--- config.mk ---
export PLATFORM = sky130hd
export DESIGN_NAME = fbc_top
export DESIGN_NICKNAME = d
export VERILOG_FILES = /design/src/fbc_pkg.sv /design/src/fbc_rsp_if.sv /design/src/fbc_rsp_tx.sv /design/src/fbc_top.sv
export VERILOG_INCLUDE_DIRS = /design/src /design/src/src
export SDC_FILE = /design/constraint.sdc
export NUM_CORES = 1
export LEC_CHECK = 0
export BUFFER_PORTS_ARGS = -buffer_cell sky130_fd_sc_hd__buf_2
export CORE_ASPECT_RATIO = 1.4
export CORE_MARGIN = 2
export CORE_UTILIZATION = 62
export DETAILED_ROUTE_END_ITERATION = 7
export PLACE_DENSITY = 0.79
export SYNTH_ARGS = -nofsm -noshare
export SYNTH_HDL_FRONTEND = slang
export SYNTH_SLANG_ARGS = --single-unit
--- constraint.sdc ---
create_clock -name clk_i -period 6.6 [get_ports clk_i]
set_input_delay 0 -clock clk_i [delete_from_list [all_inputs] [get_ports clk_i]]
set_output_delay 0 -clock clk_i [all_outputs]
set_load 0.01 [all_outputs]
--- src/fbc_defs.svh ---
// Constants of the flash boot command handler.
`ifndef FBC_DEFS_SVH
`define FBC_DEFS_SVH

`define FBC_CMD_PROG 8'h50
`define FBC_CMD_PROG_SEL 8'h40
`define FBC_CMD_ERASE_SEL 8'h48
`define FBC_CMD_ERASE_BLK 8'h58
`define FBC_RSP_ACK 8'h06
`define FBC_RSP_ERR 8'hD0
`define FBC_ERR_SUM 8'h11
`define FBC_ERR_PROG 8'h53
`define FBC_ERR_ERASE 8'h54
`define FBC_END_ADDR 32'hFFFF_FFFF
`define FBC_END_BLOCK 8'hFF
`define FBC_ADDR_LAST 7'h03
`define FBC_DATA_LAST 7'h7F
`define FBC_UNIT_BYTES 128

`endif

--- src/fbc_pkg.sv ---
// Types of the flash boot command handler.
package fbc_pkg;

	typedef enum logic [3:0] {
		ST_SELECT,
		ST_PWAIT,
		ST_PADDR,
		ST_PDATA,
		ST_PSUM,
		ST_PROG,
		ST_EWAIT,
		ST_EBLK,
		ST_ESUM,
		ST_ERASE,
		ST_RSP,
		ST_HALT
	} fbc_state_t;

	typedef enum logic [1:0] {
		TX_IDLE,
		TX_B0,
		TX_B1
	} fbc_tx_state_t;

endpackage

--- src/fbc_rsp_if.sv ---
// Response request path between the command handler and its transmitter.
`timescale 1ns/1ps

interface fbc_rsp_if;
	logic send;
	logic [7:0] byte0;
	logic [7:0] byte1;
	logic two;
	logic busy;

	modport ctrl (output send, output byte0, output byte1, output two,
		input busy);
	modport tx (input send, input byte0, input byte1, input two,
		output busy);
endinterface

--- src/fbc_rsp_tx.sv ---
// Sends a one or two byte response onto the outgoing byte stream.
`timescale 1ns/1ps

module fbc_rsp_tx (
	input wire logic clk_i,
	input wire logic rst_n_i,
	fbc_rsp_if.tx rsp,
	output logic tx_valid_o,
	output logic [7:0] tx_data_o,
	input wire logic tx_ready_i
);
	fbc_pkg::fbc_tx_state_t state_q, state_d;
	logic [7:0] data_q, data_d;
	logic [7:0] second_q, second_d;
	logic two_q, two_d;

	assign tx_valid_o = (state_q != fbc_pkg::TX_IDLE);
	assign tx_data_o = data_q;
	assign rsp.busy = (state_q != fbc_pkg::TX_IDLE);

	always_comb begin
		state_d = state_q;
		data_d = data_q;
		second_d = second_q;
		two_d = two_q;
		case (state_q)
			fbc_pkg::TX_IDLE: begin
				if (rsp.send) begin
					data_d = rsp.byte0;
					second_d = rsp.byte1;
					two_d = rsp.two;
					state_d = fbc_pkg::TX_B0;
				end
			end
			fbc_pkg::TX_B0: begin
				if (tx_ready_i) begin
					if (two_q) begin
						data_d = second_q;
						state_d = fbc_pkg::TX_B1;
					end else begin
						state_d = fbc_pkg::TX_IDLE;
					end
				end
			end
			default: begin
				if (tx_ready_i) begin
					state_d = fbc_pkg::TX_IDLE;
				end
			end
		endcase
	end

	always_ff @(posedge clk_i or negedge rst_n_i) begin
		if (!rst_n_i) begin
			state_q <= fbc_pkg::TX_IDLE;
			data_q <= 8'h00;
			second_q <= 8'h00;
			two_q <= 1'b0;
		end else begin
			state_q <= state_d;
			data_q <= data_d;
			second_q <= second_d;
			two_q <= two_d;
		end
	end
endmodule

--- src/fbc_top.sv ---
// Boot-mode flash command handler: frame parsing, checks and responses.
`timescale 1ns/1ps
`include "fbc_defs.svh"

module fbc_top (
	input wire logic clk_i,
	input wire logic rst_n_i,
	input wire logic rx_valid_i,
	input wire logic [7:0] rx_data_i,
	output logic rx_ready_o,
	output logic tx_valid_o,
	output logic [7:0] tx_data_o,
	input wire logic tx_ready_i,
	output logic pgm_start_o,
	output logic [31:0] pgm_addr_o,
	input wire logic [6:0] pgm_rd_idx_i,
	output logic [7:0] pgm_rd_data_o,
	output logic ers_start_o,
	output logic [7:0] ers_block_o,
	input wire logic flash_done_i,
	input wire logic flash_fail_i,
	output logic halted_o
);
	fbc_pkg::fbc_state_t state_q, state_d;
	fbc_pkg::fbc_state_t ret_q, ret_d;
	logic [7:0] sum_q, sum_d;
	logic [6:0] cnt_q, cnt_d;
	logic [31:0] addr_q, addr_d;
	logic [7:0] blk_q, blk_d;
	logic end_q, end_d;
	logic pgm_q, pgm_d;
	logic ers_q, ers_d;
	logic [7:0] rd_q;
	logic [7:0] unit_mem [`FBC_UNIT_BYTES];
	logic mem_we;
	logic fire;
	logic sum_ok;
	logic do_ack;
	logic do_err;
	logic [7:0] err_code;
	fbc_pkg::fbc_state_t next_ret;

	fbc_rsp_if rsp ();

	fbc_rsp_tx u_tx (
		.clk_i(clk_i),
		.rst_n_i(rst_n_i),
		.rsp(rsp.tx),
		.tx_valid_o(tx_valid_o),
		.tx_data_o(tx_data_o),
		.tx_ready_i(tx_ready_i)
	);

	// Bytes are only taken in the select state and in states that parse a frame.
	always_comb begin
		case (state_q)
			fbc_pkg::ST_SELECT, fbc_pkg::ST_PWAIT, fbc_pkg::ST_PADDR,
			fbc_pkg::ST_PDATA, fbc_pkg::ST_PSUM, fbc_pkg::ST_EWAIT,
			fbc_pkg::ST_EBLK, fbc_pkg::ST_ESUM: rx_ready_o = 1'b1;
			default: rx_ready_o = 1'b0;
		endcase
	end

	assign fire = rx_valid_i && rx_ready_o;
	assign sum_ok = ((sum_q + rx_data_i) == 8'h00);
	assign mem_we = fire && (state_q == fbc_pkg::ST_PDATA);

	always_comb begin
		state_d = state_q;
		ret_d = ret_q;
		sum_d = sum_q;
		cnt_d = cnt_q;
		addr_d = addr_q;
		blk_d = blk_q;
		end_d = end_q;
		pgm_d = 1'b0;
		ers_d = 1'b0;
		do_ack = 1'b0;
		do_err = 1'b0;
		err_code = `FBC_ERR_SUM;
		next_ret = state_q;
		if (fire) begin
			sum_d = sum_q + rx_data_i;
		end
		case (state_q)
			fbc_pkg::ST_SELECT: begin
				if (fire && rx_data_i == `FBC_CMD_PROG_SEL) begin
					do_ack = 1'b1;
					next_ret = fbc_pkg::ST_PWAIT;
				end else if (fire && rx_data_i == `FBC_CMD_ERASE_SEL) begin
					do_ack = 1'b1;
					next_ret = fbc_pkg::ST_EWAIT;
				end
			end
			fbc_pkg::ST_PWAIT: begin
				if (fire && rx_data_i == `FBC_CMD_PROG) begin
					sum_d = rx_data_i;
					cnt_d = 7'h00;
					state_d = fbc_pkg::ST_PADDR;
				end
			end
			fbc_pkg::ST_PADDR: begin
				if (fire) begin
					addr_d = {addr_q[23:0], rx_data_i};
					cnt_d = cnt_q + 7'h01;
					if (cnt_q == `FBC_ADDR_LAST) begin
						cnt_d = 7'h00;
						end_d = ({addr_q[23:0], rx_data_i} == `FBC_END_ADDR);
						if ({addr_q[23:0], rx_data_i} == `FBC_END_ADDR) begin
							state_d = fbc_pkg::ST_PSUM;
						end else begin
							state_d = fbc_pkg::ST_PDATA;
						end
					end
				end
			end
			fbc_pkg::ST_PDATA: begin
				if (fire) begin
					cnt_d = cnt_q + 7'h01;
					if (cnt_q == `FBC_DATA_LAST) begin
						state_d = fbc_pkg::ST_PSUM;
					end
				end
			end
			fbc_pkg::ST_PSUM: begin
				// Nothing is programmed before the sum passes.
				if (fire) begin
					if (!sum_ok) begin
						do_err = 1'b1;
						next_ret = fbc_pkg::ST_PWAIT;
					end else if (end_q) begin
						do_ack = 1'b1;
						next_ret = fbc_pkg::ST_SELECT;
					end else begin
						pgm_d = 1'b1;
						state_d = fbc_pkg::ST_PROG;
					end
				end
			end
			fbc_pkg::ST_PROG: begin
				if (flash_done_i) begin
					if (flash_fail_i) begin
						// A flash fault ends all programming.
						do_err = 1'b1;
						err_code = `FBC_ERR_PROG;
						next_ret = fbc_pkg::ST_HALT;
					end else begin
						do_ack = 1'b1;
						next_ret = fbc_pkg::ST_PWAIT;
					end
				end
			end
			fbc_pkg::ST_EWAIT: begin
				if (fire && rx_data_i == `FBC_CMD_ERASE_BLK) begin
					sum_d = rx_data_i;
					state_d = fbc_pkg::ST_EBLK;
				end
			end
			fbc_pkg::ST_EBLK: begin
				if (fire) begin
					blk_d = rx_data_i;
					state_d = fbc_pkg::ST_ESUM;
				end
			end
			fbc_pkg::ST_ESUM: begin
				if (fire) begin
					if (!sum_ok) begin
						do_err = 1'b1;
						next_ret = fbc_pkg::ST_EWAIT;
					end else if (blk_q == `FBC_END_BLOCK) begin
						do_ack = 1'b1;
						next_ret = fbc_pkg::ST_SELECT;
					end else begin
						ers_d = 1'b1;
						state_d = fbc_pkg::ST_ERASE;
					end
				end
			end
			fbc_pkg::ST_ERASE: begin
				if (flash_done_i) begin
					do_ack = !flash_fail_i;
					do_err = flash_fail_i;
					err_code = `FBC_ERR_ERASE;
					next_ret = fbc_pkg::ST_EWAIT;
				end
			end
			fbc_pkg::ST_RSP: begin
				if (!rsp.busy) begin
					state_d = ret_q;
				end
			end
			default: begin
				state_d = fbc_pkg::ST_HALT;
			end
		endcase
		if (do_ack || do_err) begin
			ret_d = next_ret;
			state_d = fbc_pkg::ST_RSP;
		end
	end

	// Error replies carry a code byte.
	// Code chosen by the failing step.
	always_comb begin
		rsp.send = do_ack || do_err;
		rsp.two = do_err;
		rsp.byte0 = do_err ? `FBC_RSP_ERR : `FBC_RSP_ACK;
		rsp.byte1 = err_code;
	end

	always_ff @(posedge clk_i or negedge rst_n_i) begin
		if (!rst_n_i) begin
			state_q <= fbc_pkg::ST_SELECT;
			ret_q <= fbc_pkg::ST_SELECT;
			sum_q <= 8'h00;
			cnt_q <= 7'h00;
			addr_q <= 32'h0000_0000;
			blk_q <= 8'h00;
			end_q <= 1'b0;
			pgm_q <= 1'b0;
			ers_q <= 1'b0;
			rd_q <= 8'h00;
		end else begin
			state_q <= state_d;
			ret_q <= ret_d;
			sum_q <= sum_d;
			cnt_q <= cnt_d;
			addr_q <= addr_d;
			blk_q <= blk_d;
			end_q <= end_d;
			pgm_q <= pgm_d;
			ers_q <= ers_d;
			rd_q <= unit_mem[pgm_rd_idx_i];
		end
	end

	// The unit buffer has no reset; the flash side reads it only after a
	// full frame has been stored.
	always_ff @(posedge clk_i) begin
		if (mem_we) begin
			unit_mem[cnt_q] <= rx_data_i;
		end
	end

	assign pgm_start_o = pgm_q;
	assign pgm_addr_o = addr_q;
	assign pgm_rd_data_o = rd_q;
	assign ers_start_o = ers_q;
	assign ers_block_o = blk_q;
	assign halted_o = (state_q == fbc_pkg::ST_HALT);
endmodule

==> impl_metrics.py <==
metrics = {
    "cells_and_area": {
        "instances_no_fill": 3209,
        "fin_nets": 2226,
        "area_growth_pct": 10.66,
        "mostFrequentLayoutCell": "edfxtp_1",
        "final_cell_mix": "edfxtp_1, mux4_2, nor2_1, clkbuf_16, dfrtp_1",
        "drive_gt1_frac": 0.2780,
        "n_antenna_cell": 0,
        "fill_cells": 4175,
    },
    "die": {
        "ios": 82,
        "die_y_um": 319.1,
        "rows": 115,
        "die-area_sq_um": 73110,
        "start_util": 0.6263,
        "die_w_um": 229.1,
        "core_sq_um": 70220,
    },
    "setup_path": {
        "end_kind": "flop",
        "r2r-end": "unit_mem[62][3]$_DFFE_PP_",
        "critPathKind": "flop to flop",
        "crit_fanout": 28,
        "critPathCapture": "unit_mem[62][3]$_DFFE_PP_",
        "crit_path_start_kind": "flop",
        "cp.arrival_ns": 4.07,
        "r2r_start": "state_q[0]$_DFFE_PN0P_",
        "crit_path_start": "state_q[0]$_DFFE_PN0P_",
        "reg2regPathDepth": 5,
        "crit_required_ns": 6.89,
        "rrSetupSlack_ns": 2.82,
    },
    "synthesis": {
        "yosysWarnings": 0,
        "synth-edff-count": 1024,
        "ys_ff_latch": 1112,
        "syn_inst": 2082,
        "syn_avg_cell_area_sq_um": 21.12,
        "synth_area_sq_um": 43980,
        "async_flop_share": 0.07914,
        "synth.distinct_cells": 69,
        "ys_seq_area_frac": 0.7493,
        "synthFlopType": "edfxtp_1",
    },
    "clock_tree": {
        "cts_tree": "built",
        "numCtsBuffers": 95,
        "postCtsSetupBuffers": 0,
        "h-tree-depth": 3,
        "clock-root-buffer": "clkbuf_16",
        "clkSinkCount": 1112,
        "clockBufferDepth": 3,
        "clock_latency_ns": 0.66,
        "clkTransAtPathRegs_ns": 0.07,
    },
    "global_routing": {
        "grt_max_degree": 113,
        "antenna_found_initial": 1,
        "first_global_vias": 22365,
        "grt_pass1_wl_um": 152800,
        "grt_use_total": 0.2886,
        "grt_overflow_total": 0,
    },
    "detailed_routing": {
        "routed_wl_um": 102600,
        "wire_per_inst_um": 31.98,
        "vias": 22006,
        "vias_per_cell": 6.858,
        "drt_iter0_markers": 2724,
        "ant_nets": 0,
        "remaining_drc_errors": 0,
        "drt-pass1-iter-count": 7,
    },
    "power_and_ir_drop": {
        "p_leak_nw": 15.73,
        "p_comb_frac": 0.101,
        "powerDensity_nw_per_um2": 312.9,
        "peakVddDrop_mv": 0.2825,
        "pwr-share-clk": 0.371,
        "switching_share": 0.2358,
        "seqPwrFrac": 0.528,
        "p_sw_mw": 3.590,
        "power.internal_mw": 11.64,
    },
    "timing": {
        "drv_slew": 0,
        "setup-tns-final_ns": 0,
        "worst_slack_ns": 2.825,
        "layout_min_cycle_time_ns": 3.775,
        "finClkSkew_ns": 0.02115,
        "slew_headroom": 0.2086,
        "rsz0062_at_grt": "false",
        "setup_viol": 0,
        "timing.fmax_mhz": 264.9,
        "hold_ws_ns": 0.06289,
        "tightest_slew_ns": 1.187,
        "final_hold_viol_count": 0,
        "period_share": 0.5720,
    },
    "placed_design": {
        "post-place-ws_ns": 2.939,
        "portBuffers": 79,
        "hpwl_um": 60500,
        "place_inst": 3018,
        "routabilityCongestion": 0.8696,
    },
    "hold_path": {
        "hp-class": "input pin to flop",
    },
    "outcome": {
        "status": "completed",
    },
    "run": {
        "maxCapViolations": 0,
    },
}
## stage by stage
stage	cell area (sq um)	util	total power, mW
after floorplan	43980	-	9.145
after detailed placement	45370	0.6462	9.695
after CTS	48660	0.6930	15.25
after global placement	45370	0.6462	9.646
after global routing	48660	0.6930	15.65
final	48660	0.6930	15.23
## power groups by stage
stage	sequential (mW)	clock, mW	combinational (mW)
floorplan	8.13	0	1.01
global placement	8.17	0	1.47
detailed placement	8.18	0	1.51
CTS	8.03	5.68	1.54
global route	8.06	5.93	1.66
finish	8.04	5.65	1.55
## layer usage
layer / GRT usage / routed length, um / vias to the layer above
met4: 0.1212 / 4535 / 0
met2: 0.4847 / 52940 / 1483
met1: 0.3854 / 36530 / 11438
met3: 0.04176 / 8622 / 213
met5: 0 / 0 / -
li1: - / - / 8872
## synth_stat cells, types with 2 or more instances
| cell | number | area share |
|---|---|---|
| o221ai_1 | 2 | 0.00040 |
| a21o_1 | 4 | 0.00068 |
| a31oi_1 | 4 | 0.00057 |
| nand2b_1 | 7 | 0.0010 |
| nor3_1 | 9 | 0.0010 |
| or2_2 | 4 | 0.00057 |
| mux2_2 | 41 | 0.010 |
| a221oi_1 | 9 | 0.0018 |
| o21ai_1 | 2 | 0.00023 |
| and2_1 | 2 | 0.00028 |
| buf_4 | 3 | 0.00051 |
| nand3_1 | 19 | 0.0022 |
| o211ai_1 | 7 | 0.0012 |
| o22ai_1 | 4 | 0.00057 |
| ha_1 | 8 | 0.0023 |
| a22o_1 | 9 | 0.0018 |
| o21a_1 | 3 | 0.00051 |
| nor2_1 | 165 | 0.014 |
| a21oi_1 | 17 | 0.0019 |
| inv_1 | 15 | 0.0013 |
| and3b_1 | 3 | 0.00060 |
| o21ai_0 | 28 | 0.0032 |
| nand3b_1 | 3 | 0.00051 |
| mux2i_1 | 39 | 0.0089 |
| nor2b_1 | 13 | 0.0018 |
| clkbuf_1 | 56 | 0.0048 |
| buf_1 | 12 | 0.0010 |
| and3_1 | 4 | 0.00057 |
| mux4_2 | 320 | 0.16 |
| nor4_1 | 9 | 0.0013 |
| a211oi_1 | 3 | 0.00051 |
| o31ai_1 | 5 | 0.00085 |
| or3_1 | 2 | 0.00028 |
| or4_1 | 3 | 0.00051 |
| edfxtp_1 | 1024 | 0.70 |
| nand4_1 | 16 | 0.0023 |
| nand2_1 | 45 | 0.0038 |
| dfrtp_1 | 88 | 0.050 |
| o21bai_1 | 4 | 0.00068 |
| and2b_1 | 2 | 0.00034 |
| buf_2 | 39 | 0.0044 |
| xor2_1 | 3 | 0.00060 |
## what timing repair did
| item | CTS | global route |
|---|---|---|
| gates resized for setup | 0 | 0 |
| hold endpoints to repair | 401 | 0 |
| hold buffers | 17 | 0 |
## sequential cells by signal, indices dropped and copies added (netlist names), 2 cells and up
register,count
pgm_rd_data_o,8
u_tx.state_q,2
ers_block_o,8
state_q,4
u_tx.second_q,5
ret_q,4
u_tx.tx_data_o,6
unit_mem,1024
cnt_q,7
sum_q,8
pgm_addr_o,32
## worst min path at each step
stage	from	to	slack, ns	cells past startpoint
floorplan	rst_n_i	cnt_q[0]$_DFFE_PN0P_	-0.30	0
global placement	rst_n_i	sum_q[5]$_DFF_PN0_	-0.14	1
detailed placement	rst_n_i	u_tx.second_q[4]$_DFFE_PN0P_	-0.13	1
CTS	pgm_rd_idx_i[5]	pgm_rd_data_o[4]$_DFF_PN0_	0.008	3
global route	pgm_rd_idx_i[5]	pgm_rd_data_o[4]$_DFF_PN0_	0.1	3
finish	pgm_rd_idx_i[5]	pgm_rd_data_o[4]$_DFF_PN0_	0.06	3
## cells by family after synthesis
group,Yosys count,share of synthesized area
xor gates and xnor gates,4,0.0007968
AOI/OAI and AO/OA,113,0.01784
buffers and inverters,125,0.01203
adders and majority gates,9,0.002731
DFF,1112,0.7493
other,1,0.00008527
and+or+nand+nor,318,0.03394
muxes,400,0.1833
## worst max-delay path: stages (launching register included)
cell and delay [ns]:
dfrtp_1 0.91, nor2b_1 0.39, nand3_1 0.22, nor2_1 0.31, nand3_2 0.70, nor2_1 0.87
## cell type report
cell class,count,area (sq um),share of cell area
inverters,15,56.30,0.001157
flip-flops and latches,1112,32950,0.6771
clock inverters,69,683.2,0.01404
well taps,936,1171,0.02407
clock buffers,105,2436,0.05006
multi-input cells,846,10500,0.2158
repair buffers,126,860.8,0.01769
Power figures use the tool's default switching activity.
